[config.mk]
export PLATFORM = sky130hd
export DESIGN_NAME = pis_sources
export DESIGN_NICKNAME = d
export VERILOG_FILES = /design/src/pis_pkg.sv /design/src/pis_sources.sv
export SDC_FILE = /design/constraint.sdc
export NUM_CORES = 1
export LEC_CHECK = 0
export BUFFER_PORTS_ARGS = -buffer_cell sky130_fd_sc_hd__clkbuf_2
export CORE_MARGIN = 2
export CORE_UTILIZATION = 51
export CTS_BUF_LIST = sky130_fd_sc_hd__clkbuf_4 sky130_fd_sc_hd__clkbuf_8
export DETAILED_ROUTE_END_ITERATION = 8
export MAX_ROUTING_LAYER = met4
export PLACE_DENSITY_LB_ADDON = 0.3
export SLEW_MARGIN = 40
export SYNTH_ARGS = -nofsm -noshare
export SYNTH_HDL_FRONTEND = slang
export SYNTH_SLANG_ARGS = --single-unit
[constraint.sdc]
create_clock -name ref_clk -period 4.8 [get_ports ref_clk]
set_clock_uncertainty 0.2 [all_clocks]
set_input_delay 0.48 -clock ref_clk [delete_from_list [all_inputs] [get_ports ref_clk]]
set_output_delay 0.48 -clock ref_clk [all_outputs]
set_load 0.005 [all_outputs]
[src/pis_pkg.sv]
// Package: constants and types for the peripheral interrupt source block
package pis_pkg;
  // Source indices on the request vector
  localparam int unsigned PIS_N_REQ = 16;
  localparam int unsigned PIS_REQ_EXT = 0;
  localparam int unsigned PIS_REQ_LOCK = 1;
  localparam int unsigned PIS_REQ_TA_CH0 = 2;
  localparam int unsigned PIS_REQ_TA_CH1 = 3;
  localparam int unsigned PIS_REQ_TA_WRAP = 4;
  localparam int unsigned PIS_REQ_TB_CH0 = 5;
  localparam int unsigned PIS_REQ_TB_CH1 = 6;
  localparam int unsigned PIS_REQ_TB_WRAP = 7;
  localparam int unsigned PIS_REQ_SPI_RX = 8;
  localparam int unsigned PIS_REQ_SPI_TX = 9;
  localparam int unsigned PIS_REQ_UART_ERR = 10;
  localparam int unsigned PIS_REQ_UART_RX = 11;
  localparam int unsigned PIS_REQ_UART_TX = 12;
  localparam int unsigned PIS_REQ_KEYPAD = 13;
  localparam int unsigned PIS_REQ_CONV = 14;
  localparam int unsigned PIS_REQ_TICK = 15;
  // Widths and documented values
  localparam int unsigned PIS_TMR_W = 16;
  localparam logic [15:0] PIS_TMR_WRAP_VAL = 16'h0000;
  localparam int unsigned PIS_KEY_W = 8;
  localparam int unsigned PIS_RATE_W = 3;
  localparam int unsigned PIS_TICK_W = 16;
  localparam int unsigned PIS_IDLE_SHORT = 10;
  localparam int unsigned PIS_IDLE_LONG = 11;
  localparam logic [3:0] PIS_IDLE_CNT_ZERO = 4'h0;
  localparam logic [3:0] PIS_IDLE_CNT_ONE = 4'h1;
  localparam logic [3:0] PIS_IDLE_SHORT_C = 4'hA;
  localparam logic [3:0] PIS_IDLE_LONG_C = 4'hB;
  localparam logic [15:0] PIS_TICK_ONE = 16'h0001;
  localparam logic [15:0] PIS_TICK_BASE = 16'h0008;
  // SPI role
  typedef enum logic {PIS_SPI_SLAVE, PIS_SPI_MASTER} pis_role_e;
endpackage : pis_pkg

[src/pis_sources.sv]
// Interrupt source flags, enables and CPU request generation
// Notes on behaviour
// (RL1) External pin low latches pending request
// (RL2) Lock toggle sets flag; enable gates request
// (RL3) Timer wrap to zero sets wrap flag
// (RL4) Channel capture or compare sets channel flag
// (RL5) SPI receive transfer sets receive full flag
// (RL6) SPI transmit transfer sets transmit empty flag
// (RL7) Slave select rising mid-transfer flags fault
// (RL8) Master with select low flags fault
// (RL9) SPI byte before read sets lost flag
// (RL10) UART handoff to shifter sets empty flag
// (RL11) UART done when both empty, no break
// (RL12) UART receive transfer sets full flag
// (RL13) Ten or eleven high bits set idle
// (RL14) UART new character before read: overrun
// (RL15) UART noise in any bit sets flag
// (RL16) Low stop bit sets framing flag
// (RL17) Parity mismatch sets parity flag
// (RL18) Any keypad pin low latches request
// (RL19) Converter requests after each conversion when enabled
// (RL20) Tick rollover at selected rate sets flag
// (RL21) Software writes one to acknowledge tick
// (RL22) Global mask blocks cpu_irq; irq_request is not masked
// (RL23) Shared lines OR each flag with enable
`timescale 1ns/10ps
module pis_sources
  import pis_pkg::*;
#(
  parameter int unsigned TMR_W = PIS_TMR_W,
  parameter int unsigned KEY_W = PIS_KEY_W
) (
  input wire logic ref_clk,
  input wire logic rst_b,
  input wire logic global_mask,
  input wire logic ext_request_pin,
  input wire logic ext_clear,
  input wire logic lock_status,
  input wire logic lock_change_irq_enable,
  input wire logic lock_change_clear,
  input wire logic [1:0] timer_count_tick,
  input wire logic [2*TMR_W-1:0] timer_count,
  input wire logic [2*TMR_W-1:0] timer_modulo,
  input wire logic [1:0] timer_wrap_irq_enable,
  input wire logic [1:0] timer_wrap_clear,
  input wire logic [3:0] channel_event,
  input wire logic [3:0] channel_event_irq_enable,
  input wire logic [3:0] channel_event_clear,
  input wire logic spi_rx_load,
  input wire logic spi_rx_read,
  input wire logic spi_rx_irq_enable,
  input wire logic spi_tx_load,
  input wire logic spi_tx_write,
  input wire logic spi_tx_irq_enable,
  input wire logic spi_role,
  input wire logic spi_busy,
  input wire logic spi_select_in,
  input wire logic spi_role_fault_detect_enable,
  input wire logic spi_fault_irq_enable,
  input wire logic spi_fault_clear,
  input wire logic uart_tx_load,
  input wire logic uart_tx_write,
  input wire logic uart_tx_irq_enable,
  input wire logic uart_shifter_empty,
  input wire logic uart_break_or_idle_tx,
  input wire logic uart_tx_done_irq_enable,
  input wire logic uart_rx_load,
  input wire logic uart_rx_read,
  input wire logic uart_rx_irq_enable,
  input wire logic uart_bit_tick,
  input wire logic uart_rx_bit,
  input wire logic uart_long_char,
  input wire logic uart_quiet_line_irq_enable,
  input wire logic uart_quiet_clear,
  input wire logic uart_noise_seen,
  input wire logic uart_stop_sample_low,
  input wire logic uart_parity_mismatch,
  input wire logic uart_rx_lost_irq_enable,
  input wire logic uart_noise_irq_enable,
  input wire logic uart_stop_bit_irq_enable,
  input wire logic uart_parity_irq_enable,
  input wire logic uart_err_clear,
  input wire logic [KEY_W-1:0] keypad_inputs,
  input wire logic keypad_clear,
  input wire logic conversion_end,
  input wire logic conversion_read,
  input wire logic converter_irq_enable,
  input wire logic [PIS_RATE_W-1:0] tick_rate_select,
  input wire logic tick_irq_enable,
  input wire logic tick_acknowledge,
  output logic [PIS_N_REQ-1:0] irq_request,
  output logic cpu_irq,
  output logic [3:0] flags_misc,
  output logic [3:0] channel_event_flag,
  output logic [1:0] timer_wrap_flag,
  output logic [3:0] spi_flags,
  output logic [3:0] uart_flags,
  output logic [3:0] uart_err_flags,
  output logic conversion_done_bit,
  output logic tick_rollover_flag
);

  // ---------------------------------------------------------------
  // State
  // ---------------------------------------------------------------
  typedef struct packed {
    logic ext_pend;
    logic lock_prev;
    logic lock_change_flag;
    logic [1:0] wrap;
    logic [3:0] chan;
    logic spi_rx_full_flag;
    logic spi_tx_empty_flag;
    logic spi_role_fault_flag;
    logic spi_rx_lost_flag;
    logic sel_low_prev;
    logic uart_tx_empty_flag;
    logic uart_tx_done_flag;
    logic uart_rx_full_flag;
    logic uart_quiet;
    logic [3:0] idle_cnt;
    logic uart_rx_lost;
    logic uart_noise_flag;
    logic uart_stop_bit_bad_flag;
    logic uart_parity_bad_flag;
    logic key_pend;
    logic conv_done;
    logic conv_bit;
    logic [PIS_TICK_W-1:0] tick_cnt;
    logic tick_flag;
    logic [PIS_N_REQ-1:0] req;
    logic cpu_irq;
  } pis_state_s;

  pis_state_s st_reg;
  pis_state_s st_next;
  logic [PIS_TICK_W-1:0] tick_period;
  logic [3:0] idle_target;

  // Tick period doubles per rate step
  assign tick_period = PIS_TICK_BASE << tick_rate_select;
  assign idle_target = uart_long_char ? PIS_IDLE_LONG_C : PIS_IDLE_SHORT_C;

  // ---------------------------------------------------------------
  // Next state: set wins over clear on every flag except transmit done, which uart_tx_write clears
  // ---------------------------------------------------------------
  always_comb begin
    st_next = st_reg;
    // (RL1) pin low latches
    st_next.ext_pend = !ext_request_pin || (st_reg.ext_pend && !ext_clear);
    // (RL2) lock toggle detect
    st_next.lock_prev = lock_status;
    st_next.lock_change_flag = (lock_status != st_reg.lock_prev) ||
      (st_reg.lock_change_flag && !lock_change_clear);
    for (int i = 0; i < 2; i++) begin
      // (RL3) wrap after modulo match
      st_next.wrap[i] = (timer_count_tick[i] &&
        timer_count[i*TMR_W +: TMR_W] == timer_modulo[i*TMR_W +: TMR_W]) ||
        (st_reg.wrap[i] && !timer_wrap_clear[i]);
    end
    // (RL4) channel events
    st_next.chan = channel_event | (st_reg.chan & ~channel_event_clear);
    // (RL5) receive full
    st_next.spi_rx_full_flag = spi_rx_load ||
      (st_reg.spi_rx_full_flag && !spi_rx_read);
    // (RL9) byte lands before read
    st_next.spi_rx_lost_flag = (spi_rx_load && st_reg.spi_rx_full_flag &&
      !spi_rx_read) || (st_reg.spi_rx_lost_flag && !spi_fault_clear);
    // (RL6) transmit empty
    st_next.spi_tx_empty_flag = spi_tx_load ||
      (st_reg.spi_tx_empty_flag && !spi_tx_write);
    // Stored inverted: reset value means select idle high, no false rise
    st_next.sel_low_prev = !spi_select_in;
    // (RL7) (RL8) role fault by role
    st_next.spi_role_fault_flag =
      (spi_role_fault_detect_enable && (spi_role == PIS_SPI_SLAVE) &&
       spi_busy && spi_select_in && st_reg.sel_low_prev) ||
      (spi_role_fault_detect_enable && (spi_role == PIS_SPI_MASTER) &&
       !spi_select_in) ||
      (st_reg.spi_role_fault_flag && !spi_fault_clear);
    // (RL10) UART transmit empty
    st_next.uart_tx_empty_flag = uart_tx_load ||
      (st_reg.uart_tx_empty_flag && !uart_tx_write);
    // (RL11) done only when all idle
    st_next.uart_tx_done_flag = (uart_shifter_empty &&
      st_next.uart_tx_empty_flag && !uart_break_or_idle_tx && !uart_tx_write);
    // (RL12) UART receive full
    st_next.uart_rx_full_flag = uart_rx_load ||
      (st_reg.uart_rx_full_flag && !uart_rx_read);
    // (RL13) count consecutive high bits
    if (uart_bit_tick) begin
      if (!uart_rx_bit) begin
        st_next.idle_cnt = PIS_IDLE_CNT_ZERO;
      end else if (st_reg.idle_cnt != idle_target) begin
        st_next.idle_cnt = st_reg.idle_cnt + PIS_IDLE_CNT_ONE;
      end
    end
    st_next.uart_quiet = (uart_bit_tick && uart_rx_bit &&
      st_reg.idle_cnt + PIS_IDLE_CNT_ONE == idle_target) ||
      (st_reg.uart_quiet && !uart_quiet_clear);
    // (RL14) overrun
    st_next.uart_rx_lost = (uart_rx_load && st_reg.uart_rx_full_flag &&
      !uart_rx_read) || (st_reg.uart_rx_lost && !uart_err_clear);
    // (RL15) noise
    st_next.uart_noise_flag = uart_noise_seen ||
      (st_reg.uart_noise_flag && !uart_err_clear);
    // (RL16) framing
    st_next.uart_stop_bit_bad_flag = uart_stop_sample_low ||
      (st_reg.uart_stop_bit_bad_flag && !uart_err_clear);
    // (RL17) parity
    st_next.uart_parity_bad_flag = uart_parity_mismatch ||
      (st_reg.uart_parity_bad_flag && !uart_err_clear);
    // (RL18) any keypad low
    st_next.key_pend = !(&keypad_inputs) ||
      (st_reg.key_pend && !keypad_clear);
    // (RL19) conversion end
    st_next.conv_done = conversion_end ||
      (st_reg.conv_done && !conversion_read);
    // (RL19) completion bit hidden when enabled
    st_next.conv_bit = st_next.conv_done && !converter_irq_enable;
    // (RL20) tick chain rollover
    if (st_reg.tick_cnt + PIS_TICK_ONE >= tick_period) begin
      st_next.tick_cnt = '0;
    end else begin
      st_next.tick_cnt = st_reg.tick_cnt + PIS_TICK_ONE;
    end
    // (RL21) acknowledge by writing one
    st_next.tick_flag = (st_reg.tick_cnt + PIS_TICK_ONE >= tick_period) ||
      (st_reg.tick_flag && !tick_acknowledge);
    // (RL23) gate and combine requests
    st_next.req = '0;
    st_next.req[PIS_REQ_EXT] = st_reg.ext_pend;
    st_next.req[PIS_REQ_LOCK] = st_reg.lock_change_flag &&
      lock_change_irq_enable;
    st_next.req[PIS_REQ_TA_CH0] = st_reg.chan[0] && channel_event_irq_enable[0];
    st_next.req[PIS_REQ_TA_CH1] = st_reg.chan[1] && channel_event_irq_enable[1];
    st_next.req[PIS_REQ_TA_WRAP] = st_reg.wrap[0] && timer_wrap_irq_enable[0];
    st_next.req[PIS_REQ_TB_CH0] = st_reg.chan[2] && channel_event_irq_enable[2];
    st_next.req[PIS_REQ_TB_CH1] = st_reg.chan[3] && channel_event_irq_enable[3];
    st_next.req[PIS_REQ_TB_WRAP] = st_reg.wrap[1] && timer_wrap_irq_enable[1];
    st_next.req[PIS_REQ_SPI_RX] = (st_reg.spi_rx_full_flag && spi_rx_irq_enable)
      || ((st_reg.spi_role_fault_flag || st_reg.spi_rx_lost_flag) &&
      spi_fault_irq_enable);
    st_next.req[PIS_REQ_SPI_TX] = st_reg.spi_tx_empty_flag && spi_tx_irq_enable;
    st_next.req[PIS_REQ_UART_ERR] =
      (st_reg.uart_rx_lost && uart_rx_lost_irq_enable) ||
      (st_reg.uart_noise_flag && uart_noise_irq_enable) ||
      (st_reg.uart_stop_bit_bad_flag && uart_stop_bit_irq_enable) ||
      (st_reg.uart_parity_bad_flag && uart_parity_irq_enable);
    st_next.req[PIS_REQ_UART_RX] =
      (st_reg.uart_rx_full_flag && uart_rx_irq_enable) ||
      (st_reg.uart_quiet && uart_quiet_line_irq_enable);
    st_next.req[PIS_REQ_UART_TX] =
      (st_reg.uart_tx_empty_flag && uart_tx_irq_enable) ||
      (st_reg.uart_tx_done_flag && uart_tx_done_irq_enable);
    st_next.req[PIS_REQ_KEYPAD] = st_reg.key_pend;
    st_next.req[PIS_REQ_CONV] = st_reg.conv_done && converter_irq_enable;
    st_next.req[PIS_REQ_TICK] = st_reg.tick_flag && tick_irq_enable;
    // (RL22) global mask
    st_next.cpu_irq = (|st_next.req) && !global_mask;
  end

  // ---------------------------------------------------------------
  // Registers
  // ---------------------------------------------------------------
  always_ff @(posedge ref_clk or negedge rst_b) begin
    if (!rst_b) begin
      st_reg <= '0;
    end else begin
      st_reg <= st_next;
    end
  end

  // Outputs straight from flops
  assign irq_request = st_reg.req;
  assign cpu_irq = st_reg.cpu_irq;
  assign flags_misc = {st_reg.key_pend, st_reg.uart_quiet,
    st_reg.lock_change_flag, st_reg.ext_pend};
  assign channel_event_flag = st_reg.chan;
  assign timer_wrap_flag = st_reg.wrap;
  assign spi_flags = {st_reg.spi_rx_lost_flag, st_reg.spi_role_fault_flag,
    st_reg.spi_tx_empty_flag, st_reg.spi_rx_full_flag};
  assign uart_flags = {st_reg.uart_rx_lost, st_reg.uart_rx_full_flag,
    st_reg.uart_tx_done_flag, st_reg.uart_tx_empty_flag};
  assign uart_err_flags = {st_reg.uart_parity_bad_flag,
    st_reg.uart_stop_bit_bad_flag, st_reg.uart_noise_flag, st_reg.uart_rx_lost};
  // Completion bit only when interrupts off
  assign conversion_done_bit = st_reg.conv_bit;
  assign tick_rollover_flag = st_reg.tick_flag;
endmodule : pis_sources

==> impl_metrics.json <==
{
  "outcome": "finished clean",
  "cts.reportedPaths.clkPinSlew_ns": 0.07,
  "synthCells": 337,
  "synth-main-ff-cell": "dfrtp_1",
  "worst_hold_path_type": "in -> async",
  "fillers": 537,
  "h-tree-depth": 3,
  "cts_made_buffers": 9,
  "route.detailed.drc": 0,
  "dieWidth_um": 88,
  "switching_power_mw": 0.3125,
  "fmax_mhz": 355.6,
  "hold_violations": 0,
  "portBuffers": 181,
  "place_congestion": 0.8523,
  "grt_pass1_wl_um": 13050,
  "period_share": 0.5858,
  "synthTopCellsByArea": "dfrtp_1, xor2_1, buf_4, ha_1, a21o_1",
  "pin_count": 182,
  "via_per_inst": 4.858,
  "clock_path_buffers": 2,
  "synth_area_um2": 3598,
  "synth_edf_count": 0,
  "p_leak_nw": 2.380,
  "slew_viol_final": 0,
  "routedWlPerCell_um": 13.43,
  "ys_async_sr_fraction": 1.000,
  "cp.arrival_ns": 2.83,
  "clock_latency_ns": 0.33,
  "grt_overflow": 0,
  "crit_path_start": "st_reg[20]$_DFF_PN0_",
  "worstReg2RegStart": "st_reg[20]$_DFF_PN0_",
  "cts-root-buf": "clkbuf_8",
  "power.density_nw_per_um2": 282.4,
  "p_int_mw": 0.9759,
  "tns_ns": 0,
  "cts_resized": 0,
  "drive_above_1_share": 0.4447,
  "wl_um": 7965,
  "grt_max_degree": 64,
  "setup_viol": 0,
  "num_vias": 2881,
  "synth_top_area_share": 0.4381,
  "cts_hold_buffers": 0,
  "core_area_um2": 6794,
  "power_frac_seq": 0.456,
  "ant_nets": 0,
  "ys_top_cells_by_count": "dfrtp_1, buf_4, xor2_1",
  "end_kind": "register",
  "grt_pass1_vias": 2938,
  "seq_area_frac_synth": 0.4381,
  "dp_hpwl_um": 6556,
  "path_class": "reg -> reg",
  "synth.avg_cell_area_um2": 10.68,
  "ys_ff_latch": 63,
  "maxCapViolCount": 0,
  "die-area_um2": 7744,
  "largest_register_ff_count": 23,
  "fin_nets": 644,
  "tritoncts": "yes",
  "antenna_found_initial": 0,
  "dr.pass1.iters": 4,
  "yosys.area.top_type": "dfrtp_1",
  "pwr-share-comb": 0.157,
  "switching_share": 0.2426,
  "clock_sinks": 63,
  "track_usage": 0.2305,
  "hold_ws_ns": 0.008589,
  "drtIter0Drc": 77,
  "tightest_slew_ns": 0.8000,
  "synth_cell_types": 50,
  "max_slew_margin": 0.4661,
  "die_y_um": 88,
  "yosys.cell_count.top_type": "dfrtp_1",
  "grt_setup_unrepaired": "false",
  "cp_data_required_time_ns": 4.82,
  "pwr-share-clk": 0.387,
  "critPathLaunchType": "register",
  "period_minus_slack_ns": 2.812,
  "cp_max_fo": 12,
  "diodes": 0,
  "std_cell_rows": 30,
  "peakVddDrop_mv": 0.2917,
  "yosys_warnings": 0,
  "syn2layout_area_growth_pct": 26.81,
  "start_util": 0.5297,
  "postCtsSetupBuffers": 0
}
==> cell type report <==
type / instances / area, µm² / area share
clock inverter: 4 / 70.07 / 0.01536
multi-input combinational: 216 / 1652 / 0.3619
inverter: 20 / 75.07 / 0.01645
tap: 96 / 120.1 / 0.02632
sequential: 63 / 1577 / 0.3455
clock buffer: 11 / 145.1 / 0.03181
timing repair buffer: 183 / 924.6 / 0.2026
==> worst max-delay path: stages, from the launching register on <==
cell	delay, ns
dfrtp_1	0.45
and4_4	0.32
nand4_1	0.12
xnor2_1	0.21
ha_1	0.29
a21o_1	0.16
a21o_1	0.17
a21oi_1	0.14
o21ai_1	0.08
buf_4	0.21
or3_1	0.35
==> path summary, 6_finish.rpt <==
path                                                 to  slack [ns]  cells past startpoint
min in group ref_clk               st_reg[61]$_DFF_PN0_        0.08                      1
max                        tick_rollover_flag$_DFF_PN0_        1.99                     10
min                             uart_flags[0]$_DFF_PN0_       0.009                      2
max in group asynchronous          st_reg[20]$_DFF_PN0_        4.00                      2
max reg2reg                tick_rollover_flag$_DFF_PN0_        1.99                     10
min reg2reg                    irq_request[0]$_DFF_PN0_        0.23                      0
==> cells in the final DEF (no fill, tap or decap), types with 4 or more instances in the layout <==
cell type,instances
clkbuf_2,181
dfrtp_1,63
xor2_1,35
inv_1,20
nand2_1,17
a21o_1,15
nor2_1,12
xnor2_1,11
nand4_1,10
nand3_1,10
o21ai_0,10
and2_1,10
ha_1,10
clkbuf_8,10
nor3_1,7
nor4b_2,6
nor4_1,6
conb_1,5
a21oi_1,4
a22o_1,4
o22ai_1,4
==> power by group through the flow <==
stage | Combinational (mW) | Clock (mW) | Sequential [mW]
floorplan | 0.120 | 0 | 0.590
global placement | 0.198 | 0 | 0.596
detailed placement | 0.204 | 0 | 0.597
CTS | 0.204 | 0.513 | 0.588
global route | 0.226 | 0.543 | 0.592
finish | 0.202 | 0.499 | 0.588
==> through the flow <==
stage          std cells  power [mW]  area (µm²)  worst slack (ns)  utilization
4_1_cts              593       1.305        4552             1.984       0.6700
3_3_place_gp         578      0.7943        4337             2.078       0.6383
5_1_grt              593       1.361        4563             1.722       0.6716
3_5_place_dp         578      0.8007        4337             2.013       0.6383
6_report             593       1.288        4563             1.988       0.6716
2_1_floorplan        341      0.7105        3613             2.208            -
==> cell families after synthesis <==
| family | Yosys count | synth area share |
|---|---|---|
| AOI/OAI and AO/OA | 47 | 0.09006 |
| adders and majority gates | 10 | 0.03477 |
| and+or+nand+nor | 107 | 0.2107 |
| DFF | 63 | 0.4381 |
| muxes | 1 | 0.004171 |
| xor gates and xnor gates | 46 | 0.1120 |
| other | 1 | 0.001042 |
| buffers and inverters | 62 | 0.1092 |
==> per-layer routing <==
layer	GRT usage	vias to the layer above	routed length (µm)
met4	0.08252	0	160
met5	-	-	0
li1	-	1440	-
met2	0.3843	103	4145
met1	0.2503	1320	3084
met3	0.08860	18	575
(Power assumes the default switching activity.)
